**src/cpsm_map.svh**
```systemverilog
// Register offsets, field positions and reset values of the stop mode controller
`ifndef CPSM_MAP_SVH
`define CPSM_MAP_SVH

// Register byte offsets
`define CPSM_SAVE_CTL_OFFSET 8'h00
`define CPSM_STATUS_OFFSET 8'h04

// Power save control fields
`define CPSM_STOP_REQ_BIT 1
`define CPSM_NMI_MASK_LSB 4
`define CPSM_NMI_MASK_MSB 6
`define CPSM_INT_MASK_BIT 7

// Status fields
`define CPSM_ST_STATE_LSB 0
`define CPSM_ST_STATE_MSB 7
`define CPSM_ST_WAKE_NMI_BIT 8
`define CPSM_ST_WAKE_ACK_BIT 9
`define CPSM_ST_WAKE_BRANCH_BIT 10
`define CPSM_ST_WAKE_PEND_BIT 11
`define CPSM_ST_RESUME_HALT_BIT 12
`define CPSM_ST_HW_STOP_N_BIT 13
`define CPSM_ST_RESTORED_BIT 14

// Reset values
`define CPSM_SAVE_CTL_RESET 8'h00
`define CPSM_NMI_MASK_RESET 3'h0

// AXI response codes
`define CPSM_RESP_OKAY 2'h0
`define CPSM_RESP_SLVERR 2'h2

`endif

```
**src/cpsm_pkg.sv**
```systemverilog
// Types shared by the stop mode controller
package cpsm_pkg;

    // Controller states, one-hot
    typedef enum logic [7:0] {
        cpsm_st_run = 8'h01,
        cpsm_st_sw_req = 8'h02,
        cpsm_st_sw_stop = 8'h04,
        cpsm_st_sw_wake = 8'h08,
        cpsm_st_hw_req = 8'h10,
        cpsm_st_hw_stop = 8'h20,
        cpsm_st_hw_lock = 8'h40,
        cpsm_st_hw_wake = 8'h80
    } cpsm_state_t;

    // Register selected by a bus address
    typedef enum logic [1:0] {
        cpsm_sel_save = 2'h0,
        cpsm_sel_status = 2'h1,
        cpsm_sel_none = 2'h2
    } cpsm_sel_t;

endpackage

```
**src/cpsm_stop_ctl.sv**
```systemverilog
// Software and hardware STOP mode controller with AXI4-Lite registers
//
// Added by the designer: the register addresses and the AXI4-Lite register port.
`include "cpsm_map.svh"

module cpsm_stop_ctl
    import cpsm_pkg::*;
#(
    parameter int ADDR_W = 8,
    parameter int PRIO_W = 3
)
(
    input wire logic clock_i,
    input wire logic rst_n_i,
    input wire logic [ADDR_W-1:0] s_axi_awaddr_i,
    input wire logic s_axi_awvalid_i,
    output logic s_axi_awready_o,
    input wire logic [31:0] s_axi_wdata_i,
    input wire logic [3:0] s_axi_wstrb_i,
    input wire logic s_axi_wvalid_i,
    output logic s_axi_wready_o,
    output logic [1:0] s_axi_bresp_o,
    output logic s_axi_bvalid_o,
    input wire logic s_axi_bready_i,
    input wire logic [ADDR_W-1:0] s_axi_araddr_i,
    input wire logic s_axi_arvalid_i,
    output logic s_axi_arready_o,
    output logic [31:0] s_axi_rdata_o,
    output logic [1:0] s_axi_rresp_o,
    output logic s_axi_rvalid_o,
    input wire logic s_axi_rready_i,
    input wire logic [2:0] nmi_req_i,
    input wire logic int_req_i,
    input wire logic [PRIO_W-1:0] int_prio_i,
    input wire logic in_int_handler_i,
    input wire logic in_nmi_handler_i,
    input wire logic [PRIO_W-1:0] ctx_prio_i,
    input wire logic [1:0] ctx_nmi_level_i,
    input wire logic intr_ack_disable_i,
    input wire logic int_enabled_i,
    input wire logic halted_i,
    input wire logic bus_lock_i,
    input wire logic hw_stop_n_i,
    input wire logic memctl_stop_ack_i,
    input wire logic clock_restored_i,
    output logic memctl_stop_req_o,
    output logic sw_clock_stop_req_o,
    output logic hw_clock_stop_req_o,
    output logic cpu_run_o,
    output logic periph_run_o,
    output logic wake_o,
    output logic wake_nmi_o,
    output logic wake_ack_o,
    output logic wake_branch_o,
    output logic wake_pending_o,
    output logic resume_halt_o
);

    // Address to register selection, shared by read and write paths
    function automatic cpsm_sel_t reg_sel(input logic [ADDR_W-1:0] addr);
        if (addr == ADDR_W'(`CPSM_SAVE_CTL_OFFSET))
            return cpsm_sel_save;
        else if (addr == ADDR_W'(`CPSM_STATUS_OFFSET))
            return cpsm_sel_status;
        else
            return cpsm_sel_none;
    endfunction

    // Level of the highest unmasked NMI, 0 when none
    function automatic logic [1:0] nmi_level(input logic [2:0] req);
        if (req[2])
            return 2'h3;
        else if (req[1])
            return 2'h2;
        else if (req[0])
            return 2'h1;
        else
            return 2'h0;
    endfunction

    cpsm_state_t state;
    cpsm_state_t next_state;
    logic save_stop_req;
    logic [2:0] save_nmi_mask;
    logic save_int_mask;
    logic next_stop_req;
    logic hw_stop_n_s;
    logic ack_s;
    logic restored_s;
    logic aw_hold;
    logic w_hold;
    logic [ADDR_W-1:0] aw_addr;
    logic [31:0] w_data;
    logic [3:0] w_strb;
    logic wake_go;

    // The restore, acknowledge and hardware stop pins cross through two flops before any logic reads them
    cpsm_sync #(.WIDTH(3), .RST_VAL(3'h1)) u_sync
    (
        .clock_i(clock_i),
        .rst_n_i(rst_n_i),
        .async_i({clock_restored_i, memctl_stop_ack_i, hw_stop_n_i}),
        .sync_o({restored_s, ack_s, hw_stop_n_s})
    );

    // Wake sources; the NMI pending flag is deliberately not consulted
    wire [2:0] nmi_live = nmi_req_i & ~save_nmi_mask;
    wire nmi_wake = |nmi_live;
    wire int_wake = int_req_i & ~save_int_mask;
    wire any_wake = nmi_wake | int_wake;
    wire [1:0] new_nmi_lvl = nmi_level(nmi_live);

    // Acknowledge decision by handler context
    wire int_higher = int_prio_i < ctx_prio_i;
    wire ack_in_int = nmi_wake | (int_higher & ~intr_ack_disable_i);
    wire ack_in_nmi = nmi_wake & (new_nmi_lvl > ctx_nmi_level_i);
    wire ack_plain = nmi_wake | int_enabled_i;
    wire dec_ack = in_nmi_handler_i ? ack_in_nmi : (in_int_handler_i ? ack_in_int : ack_plain);

    // Entry and exit conditions
    wire stop_entry = (state == cpsm_st_run) && save_stop_req && hw_stop_n_s;
    wire hw_low = !hw_stop_n_s;

    // Next state of the controller
    always_comb
    begin
        next_state = state;
        case (state)
            cpsm_st_run:
                if (hw_low)
                    next_state = bus_lock_i ? cpsm_st_hw_lock : cpsm_st_hw_req;
                else if (save_stop_req)
                    next_state = cpsm_st_sw_req;
            cpsm_st_sw_req:
                if (hw_low)
                    next_state = cpsm_st_hw_req;
                else if (ack_s)
                    next_state = cpsm_st_sw_stop;
            cpsm_st_sw_stop:
                if (hw_low)
                    next_state = cpsm_st_hw_stop;
                else if (any_wake)
                    next_state = cpsm_st_sw_wake;
            cpsm_st_sw_wake:
                if (hw_low)
                    next_state = cpsm_st_hw_req;
                else if (restored_s)
                    next_state = cpsm_st_run;
            cpsm_st_hw_req:
                if (hw_stop_n_s)
                    next_state = cpsm_st_run;
                else if (ack_s)
                    next_state = cpsm_st_hw_stop;
            cpsm_st_hw_stop:
                if (hw_stop_n_s)
                    next_state = cpsm_st_hw_wake;
            cpsm_st_hw_lock:
                if (hw_stop_n_s)
                    next_state = cpsm_st_run;
                else if (!bus_lock_i)
                    next_state = cpsm_st_hw_req;
            cpsm_st_hw_wake:
                if (restored_s)
                    next_state = cpsm_st_run;
            default:
                next_state = cpsm_st_run;
        endcase
    end

    // Output levels implied by the coming state
    wire next_in_exch = (next_state != cpsm_st_run) && (next_state != cpsm_st_hw_lock);
    wire next_sw_clk = next_state == cpsm_st_sw_stop;
    wire next_hw_clk = next_state == cpsm_st_hw_stop;
    wire next_periph = (next_state == cpsm_st_run) || (next_state == cpsm_st_hw_lock);
    assign wake_go = (state == cpsm_st_sw_stop) && (next_state == cpsm_st_sw_wake);

    // AXI write side
    wire do_write = aw_hold && w_hold && !s_axi_bvalid_o;
    wire cpsm_sel_t w_sel = reg_sel(aw_addr);
    assign s_axi_awready_o = !aw_hold && !s_axi_bvalid_o;
    assign s_axi_wready_o = !w_hold && !s_axi_bvalid_o;

    // Stop bit: hardware clears it once software STOP is left, no race with writes
    always_comb
    begin
        next_stop_req = save_stop_req;
        if (state != cpsm_st_run)
            next_stop_req = (next_state != cpsm_st_run) && !next_state[4] && !next_state[5];
        else if (do_write && w_sel == cpsm_sel_save && w_strb[0])
            next_stop_req = w_data[`CPSM_STOP_REQ_BIT];
    end

    // AXI read side
    wire cpsm_sel_t r_sel = reg_sel(s_axi_araddr_i);
    assign s_axi_arready_o = !s_axi_rvalid_o;
    wire [31:0] save_word = {24'h000000, save_int_mask, save_nmi_mask, 2'h0, save_stop_req, 1'h0};
    wire [31:0] status_word = {17'h00000, restored_s, hw_stop_n_s, resume_halt_o,
        wake_pending_o, wake_branch_o, wake_ack_o, wake_nmi_o, state};
    wire [31:0] r_word = (r_sel == cpsm_sel_save) ? save_word :
        ((r_sel == cpsm_sel_status) ? status_word : 32'h00000000);

    // State and request outputs; reset is the system reset for every mode
    always_ff @(posedge clock_i)
    begin
        if (!rst_n_i)
        begin
            state <= cpsm_st_run;
            memctl_stop_req_o <= 1'b0;
            sw_clock_stop_req_o <= 1'b0;
            hw_clock_stop_req_o <= 1'b0;
            cpu_run_o <= 1'b1;
            periph_run_o <= 1'b1;
        end
        else
        begin
            state <= next_state;
            memctl_stop_req_o <= next_in_exch;
            sw_clock_stop_req_o <= next_sw_clk;
            hw_clock_stop_req_o <= next_hw_clk;
            cpu_run_o <= next_state == cpsm_st_run;
            periph_run_o <= next_periph;
        end
    end

    // Power save control register
    always_ff @(posedge clock_i)
    begin
        if (!rst_n_i)
        begin
            save_stop_req <= 1'b0;
            save_nmi_mask <= `CPSM_NMI_MASK_RESET;
            save_int_mask <= 1'b0;
        end
        else
        begin
            save_stop_req <= next_stop_req;
            if (do_write && w_sel == cpsm_sel_save && w_strb[0])
            begin
                save_nmi_mask <= w_data[`CPSM_NMI_MASK_MSB:`CPSM_NMI_MASK_LSB];
                save_int_mask <= w_data[`CPSM_INT_MASK_BIT];
            end
        end
    end

    // Wake result, captured when a wake source ends software STOP; halt resume flag captured on hardware stop entry from run
    always_ff @(posedge clock_i)
    begin
        if (!rst_n_i)
        begin
            wake_nmi_o <= 1'b0;
            wake_ack_o <= 1'b0;
            wake_branch_o <= 1'b0;
            wake_pending_o <= 1'b0;
            resume_halt_o <= 1'b0;
            wake_o <= 1'b0;
        end
        else
        begin
            wake_o <= (state == cpsm_st_sw_wake) && (next_state == cpsm_st_run);
            if (wake_go)
            begin
                wake_nmi_o <= nmi_wake;
                wake_ack_o <= dec_ack;
                wake_branch_o <= dec_ack;
                wake_pending_o <= !dec_ack;
            end
            if (state == cpsm_st_run && hw_low)
                resume_halt_o <= halted_i;
            else if (state[1] || state[2] || state[3])
                resume_halt_o <= 1'b0;
        end
    end

    // AXI channel holding registers and responses
    always_ff @(posedge clock_i)
    begin
        if (!rst_n_i)
        begin
            aw_hold <= 1'b0;
            w_hold <= 1'b0;
            aw_addr <= '0;
            w_data <= 32'h00000000;
            w_strb <= 4'h0;
            s_axi_bvalid_o <= 1'b0;
            s_axi_bresp_o <= `CPSM_RESP_OKAY;
            s_axi_rvalid_o <= 1'b0;
            s_axi_rdata_o <= 32'h00000000;
            s_axi_rresp_o <= `CPSM_RESP_OKAY;
        end
        else
        begin
            if (s_axi_awvalid_i && s_axi_awready_o)
            begin
                aw_hold <= 1'b1;
                aw_addr <= s_axi_awaddr_i;
            end
            if (s_axi_wvalid_i && s_axi_wready_o)
            begin
                w_hold <= 1'b1;
                w_data <= s_axi_wdata_i;
                w_strb <= s_axi_wstrb_i;
            end
            if (do_write)
            begin
                aw_hold <= 1'b0;
                w_hold <= 1'b0;
                s_axi_bvalid_o <= 1'b1;
                s_axi_bresp_o <= (w_sel == cpsm_sel_none) ? `CPSM_RESP_SLVERR : `CPSM_RESP_OKAY;
            end
            else if (s_axi_bready_i)
                s_axi_bvalid_o <= 1'b0;
            if (s_axi_arvalid_i && s_axi_arready_o)
            begin
                s_axi_rvalid_o <= 1'b1;
                s_axi_rdata_o <= r_word;
                s_axi_rresp_o <= (r_sel == cpsm_sel_none) ? `CPSM_RESP_SLVERR : `CPSM_RESP_OKAY;
            end
            else if (s_axi_rready_i)
                s_axi_rvalid_o <= 1'b0;
        end
    end
endmodule

```
**src/cpsm_sync.sv**
```systemverilog
// Two-flop synchroniser for pin inputs
module cpsm_sync
    import cpsm_pkg::*;
#(
    parameter int WIDTH = 1,
    parameter logic [WIDTH-1:0] RST_VAL = '0
)
(
    input wire logic clock_i,
    input wire logic rst_n_i,
    input wire logic [WIDTH-1:0] async_i,
    output logic [WIDTH-1:0] sync_o
);

    logic [WIDTH-1:0] stage1;

    // First stage feeds only the second stage
    always_ff @(posedge clock_i)
    begin
        if (!rst_n_i)
        begin
            stage1 <= RST_VAL;
            sync_o <= RST_VAL;
        end
        else
        begin
            stage1 <= async_i;
            sync_o <= stage1;
        end
    end

endmodule

```
**config.mk**
```make
export PLATFORM = sky130hd
export DESIGN_NAME = cpsm_stop_ctl
export DESIGN_NICKNAME = d
export VERILOG_FILES = /design/src/cpsm_pkg.sv /design/src/cpsm_stop_ctl.sv /design/src/cpsm_sync.sv
export VERILOG_INCLUDE_DIRS = /design/src
export SDC_FILE = /design/constraint.sdc
export NUM_CORES = 1
export LEC_CHECK = 0
export ABC_AREA = 1
export BUFFER_PORTS_ARGS = -buffer_cell sky130_fd_sc_hd__buf_2
export CAP_MARGIN = 25
export CORE_MARGIN = 2
export CORE_UTILIZATION = 43
export DETAILED_ROUTE_END_ITERATION = 8
export HOLD_SLACK_MARGIN = 0.02
export PLACE_DENSITY = 0.82
export SLEW_MARGIN = 0
export SYNTH_ARGS = -nofsm -noshare
export SYNTH_HDL_FRONTEND = slang
export SYNTH_HIERARCHICAL = 1
export SYNTH_SLANG_ARGS = --single-unit
```
**constraint.sdc**
```tcl
create_clock -name clock_i -period 1.5 [get_ports clock_i]
set_clock_uncertainty 0.1 [all_clocks]
set_input_delay 0.075 -clock clock_i [delete_from_list [all_inputs] [get_ports clock_i]]
set_output_delay 0.075 -clock clock_i [all_outputs]
set_load 0.02 [all_outputs]
```
==> flow_summary.yaml, run 1 <==
critical_path:
  critPathKind: "flop to flop"
  slowest_delay_ps: 330
  cp_data_required_time_ps: 1680
  startpoint_type: "flop"
  worstPathCellList: "inv_2, nand2_2, a21boi_2, ha_1, nand2_1, o21ai_1, o21ai_1, nand2_1, nand2_2, nand2_1, nor2_1"
  slowest_stage: "dfxtp_2"
  crit_path_max_fanout: 2
  cpMostUsedCell: "nand2_1"
  cp-end-kind: "flop"
  critPathArrivalTime_ps: 1830
finish:
  final_common_cell: "buf_2"
  final_cell_mix: "buf_2 (82), nand2_1 (64), nor2_1 (56)"
  final_cells: 691
  nets: 674
  drive_gt1_frac: 0.4151
  fillers: 560
  syn_to_final_growth_pct: 54.92
  num_antenna_cells: 0
sta:
  fin_crit_sh: 1.100
  maxSlewViolCount: 0
  final.setup.worst_slack_ps: -150.0
  rsz0062_at_grt: "true"
  fmax_mhz: 606.1
  setup_viol: 14
  finalHoldViolCount: 0
  min_period_ps: 1650
logic_synthesis:
  synth_cell_type_count: 34
  syn-mean-instance-area_um2: 7.145
  ys_ff_latch: 63
  synth-edff-count: 0
  ys.flop_type: "dfxtp_1"
  syn_inst: 425
  netlist_area_mm2: 0.003037
  ys_warn_count: 6
  ys_seq_area_frac: 0.4153
  ys_async_sr_fraction: 0
global_routing:
  grt-ovfl-total: 0
  grt_pass1_vias: 3112
  grt.total_usage: 0.2314
  grt_antenna_before_repair: 0
  grt_first_pass_wirelength_um: 13940
  grt_max_degree: 32
floorplan:
  rows: 30
  fp.coreArea_mm2: 0.006832
  io_pins: 132
  start_util: 0.4445
  dieArea_mm2: 0.007750
  die_width_um: 88.04
  die_h_um: 88.04
routing:
  routed_wirelength_um: 9145
  drc: 0
  drtAntennaViolNets: 0
  drtIter0Drc: 178
  vias_per_cell: 4.781
  vias: 3304
  routedWlPerCell_um: 13.23
  drt_pass1_iterations: 4
clock_network:
  ctsRootBufferMaster: "clkbuf_8"
  clock-sinks: 63
  clkTransAtPathRegs_ps: 70
  cts-buffers-inserted: 9
  clockBufferDepth: 2
  tritoncts: "done"
  clk_latency_ps: 350
  htreeDepth: 3
power:
  vdd_drop_max_mv: 0.5498
  powerDensity_mw_per_mm2: 1126
  p_leak_nw: 2.256
place:
  dp.cells: 639
  gp_congestion: 0.8874
  dp_hpwl_um: 5945
  dp_slack_ps: -188.5
  io_buffers: 82
flow_run:
  drv_cap: 0
outcome:
  status: "finished, violations left"
  violations: "setup timing"
worst_hold_path:
  worstHoldPathType: "input port to flop"
## cells by family (layout without fill, tap and decap cells)
| kind of cell | count (synthesis) | after routing | share of synthesized area |
|---|---|---|---|
| DFF | 63 | 63 | 0.4153 |
| adders and majority gates | 4 | 4 | 0.01648 |
| buffers and inverters | 86 | 238 | 0.1368 |
| other | 1 | 19 | 0.001235 |
| AOI/OAI and AO/OA | 75 | 75 | 0.1372 |
| and+or+nand+nor | 196 | 196 | 0.2930 |
## path summary, 6_finish.rpt
path / startpoint / to / slack [ps] / cells past startpoint
max: save_nmi_mask[2] / wake_branch_o / -150 / 11
min: in_nmi_handler_i / wake_branch_o / 50 / 6
max reg2reg: save_nmi_mask[2] / wake_branch_o / -150 / 11
min reg2reg: u_sync/stage1[0] / u_sync/sync_o[0] / 300 / 2
## layer usage
layer | routed length [um] | GRT usage
met5 | 0 | 0
met4 | 223 | 0.1157
met3 | 552 | 0.04241
met2 | 4675 | 0.4146
met1 | 3693 | 0.2626
## power by group
part / internal [mW] / total, mW / switching, mW
combinational: 0.698 / 1.59 / 0.891
sequential: 1.81 / 1.90 / 0.0918
clock: 1.14 / 1.81 / 0.669
## layout make-up
cell class | instances | area (um2) | area share
Multi-Input combinational cell | 294 | 1693 | 0.3598
Tap cell | 96 | 120.1 | 0.02553
Timing Repair Buffer | 167 | 1150 | 0.2444
Sequential cell | 63 | 1281 | 0.2723
Inverter | 55 | 215.2 | 0.04574
Clock inverter | 6 | 107.6 | 0.02287
Clock buffer | 10 | 137.6 | 0.02926
## synth_stat cells, types with 2 or more instances
master	number	share of area
nor3_2	4	0.013
nand3_1	24	0.040
inv_1	44	0.054
o211ai_1	5	0.012
nand4_1	2	0.0041
nand2_1	77	0.095
ha_1	4	0.016
inv_2	9	0.011
nor2_1	67	0.083
nor2_2	2	0.0041
nor3_1	6	0.0099
nor2_4	3	0.011
o21a_1	3	0.0074
nand2_4	2	0.0074
clkbuf_1	7	0.0087
o21ai_0	35	0.058
a21oi_1	26	0.043
nand2_2	6	0.012
buf_4	22	0.054
dfxtp_1	63	0.42
## per-stage QoR
stage,cell area [um2],setup TNS (ps),power [mW],hold slack [ps],utilization
CTS,4446,-324.0,5.124,0.4114,0.6507
finish,4705,-1057,5.298,50.12,0.6886
floorplan,3105,0,2.751,43.65,-
global route,4705,-2816,5.567,60.73,0.6886
global placement,3810,-976.1,3.151,151.8,0.5577
detailed placement,3810,-1020,3.173,151.7,0.5577
## critical path: cells and delay by family (launching register included)
kind,cells,cell delay [ps]
AOI/OAI and AO/OA,3,350
DFF,1,330
adders and majority gates,1,300
and+or+nand+nor,6,440
buffers and inverters,1,70
## registers in the layout, indices dropped and copies added (netlist names), 3 cells and up
register	count
w_data	5
u_sync/sync_o	3
save_nmi_mask	3
aw_addr	8
state	8
u_sync/stage1	3
s_axi_rdata_o	14
## repair_timing
| action | 4_1_cts | 5_1_grt |
|---|---|---|
| setup endpoints to repair | 12 | 38 |
| hold endpoints to repair | 27 | 0 |
| hold buffers | 25 | 0 |
| buffers inserted | 4 | 7 |
| resized for setup | 44 | 54 |
| cloned | 0 | 0 |
| pin swaps | 11 | 20 |
No activity file was read; power rests on OpenSTA's default activity.
==> run 2: changes to the inputs <==
Settings changed: CORE_UTILIZATION 43 to 47, PLACE_DENSITY 0.82 to 0.85.
Clock period 1.5 ns to 1.8 ns, I/O delays scaled along.
==> run 2 against run 1 <==
  * The flow now finishes without violations
  * Combinational power decreased by 39%
  * Die area is 8.1% lower
  * Setup slack better by 270 ps
  * Core utilization shrank 6.8 points
  * Via count down 8.5%
  * Critical endpoint is now save_stop_req
  * Highest routed layer unchanged
==> flow_summary.yaml, run 2 (synthesis results as in run 1) <==
sta:
  min_period_ps: 1680
  tightest_slew_ps: 675.3
  rsz0062_at_grt: "false"
  finalHoldViolCount: 0
  timing.setup.tns_ps: 0
  fin_crit_sh: 0.9336
  max_slew_margin: 0.5493
  maxSlewViolCount: 0
  setup_viol: 0
  fmax_mhz: 595.1
  hold_ws_ps: 57.77
finish:
  nets: 620
  drive_gt1_frac: 0.2588
  fillers: 549
  reg.largest.list: "s_axi_rdata_o (14), aw_addr (8), state (8)"
  final_cell_mix: "buf_2 (82), nand2_1 (77), nor2_1 (67)"
  utilization: 0.6209
  largest_reg_flops: 14
  syn_to_final_growth_pct: 29.09
  num_antenna_cells: 0
  largest_register: "s_axi_rdata_o"
  final_common_cell: "buf_2"
critical_path:
  cp-end-kind: "flop"
  critPathArrivalTime_ps: 1840
  rrSetupSlack_ps: 120
  rr_startpoint: "state[3]"
  slowest_stage: "dfxtp_1"
  cp_data_required_time_ps: 1960
  worst-path-buf-inv: 1
  crit_path_max_fanout: 7
  crit_cells: 11
  cp_top_family: "simple AND/OR/NAND/NOR gates"
  r2r_cells: 11
  worstPathCellList: "inv_2, nand2_2, nor2_4, nand2_1, nand2_1, a21oi_1, nand2_1, nand2_2, nor2_1, nor2_1, nor2_1"
  worstSetupStartpoint: "state[3]"
  crit_path_end: "save_stop_req"
  startpoint_type: "flop"
  critPathKind: "flop to flop"
  timing.rr.end: "save_stop_req"
  slowest_delay_ps: 350
global_routing:
  grt-ovfl-total: 0
  met1_usage: 0.2551
  grt_use_met3: 0.04130
  grt_antenna_before_repair: 0
  grt_pass1_vias: 2685
  grt-busiest-layer: "met2"
  grt_max_degree: 40
  grt.total_usage: 0.2072
  grt_use_met2: 0.3608
  grt_first_pass_wirelength_um: 11970
floorplan:
  fp.coreArea_mm2: 0.006314
  start_util: 0.4810
  io_pins: 132
  die_width_um: 84.38
  rows: 29
  dieArea_mm2: 0.007120
  die_h_um: 84.38
place:
  gp_congestion: 0.8917
  io_buffers: 82
  dp_hpwl_um: 5434
power:
  powerDensity_mw_per_mm2: 998.1
  p_leak_nw: 1.919
  vdd_drop_max_mv: 0.5638
worst_hold_path:
  worstHoldPathType: "input port to flop"
routing:
  drtAntennaViolNets: 0
  vias: 3022
  vias_per_cell: 4.890
  routedWlPerCell_um: 11.83
  routed_wirelength_um: 7312
  drt_pass1_iterations: 4
  drtIter0Drc: 216
  drc: 0
clock_network:
  clockBufferDepth: 2
  cts-buffers-inserted: 9
  tritoncts: "done"
  clkTransAtPathRegs_ps: 60
  ctsRootBufferMaster: "clkbuf_8"
  htreeDepth: 3
  clock-sinks: 63
  clk_latency_ps: 320
flow_run:
  drv_cap: 0
outcome:
  status: "completed"
-- run 2: layout make-up --
cell class / count / area, um2 / area share
clock buffers: 11 / 151.4 / 0.03862
clock inverters: 5 / 80.08 / 0.02043
inverters: 55 / 209.0 / 0.05330
multi-input cells: 294 / 1428 / 0.3642
flip-flops and latches: 63 / 1262 / 0.3221
well taps: 77 / 96.34 / 0.02458
repair buffers: 113 / 693.2 / 0.1768
-- run 2: worst min-delay path by stage --
stage	startpoint	to	slack, ps	cells after the start
after floorplan	rst_n_i	u_sync/stage1[0]	60	1
after global placement	hw_stop_n_i	u_sync/stage1[0]	160	3
after detailed placement	hw_stop_n_i	u_sync/stage1[0]	160	3
after CTS	s_axi_araddr_i[3]	s_axi_rresp_o[1]	40	5
after global routing	s_axi_araddr_i[1]	s_axi_rresp_o[1]	80	5
final	in_nmi_handler_i	wake_branch_o	60	6
-- run 2: repair_timing --
action / 4_1_cts / 5_1_grt
setup endpoints to repair: 0 / 5
hold buffers: 20 / 0
hold endpoints to repair: 20 / 0
setup buffers: 0 / 2
gates resized for setup: 0 / 3
-- run 2: power by group --
group          leakage (nW)  switching, mW  total, mW  internal (mW)
sequential            0.516         0.0691       1.57           1.50
combinational          1.29          0.596      0.969          0.373
clock                 0.112          0.517       1.37          0.853
total                  1.92           1.18       3.91           2.73
-- run 2: through the flow --
stage          setup WS (ps)  power, mW  area (um2)  cells
2_1_floorplan          254.8      2.292        3104    443
6_report               119.6      3.913        3920    618
3_5_place_dp           117.3      2.514        3472    580
4_1_cts                97.32      3.926        3904    616
3_3_place_gp           116.7      2.495        3472    580
5_1_grt                2.271      4.141        3920    618
-- run 2: metal layers --
layer	wire, um	vias up
met5	0	-
met4	78	0
met3	451	6
met2	3605	115
met1	3176	1370
li1	-	1531
-- run 2: tightest hold or removal path, delay by kind of cell --
kind | cells | cell delay [ps]
compound gates | 1 | 50
simple gates | 4 | 220
buf+inv | 1 | 70
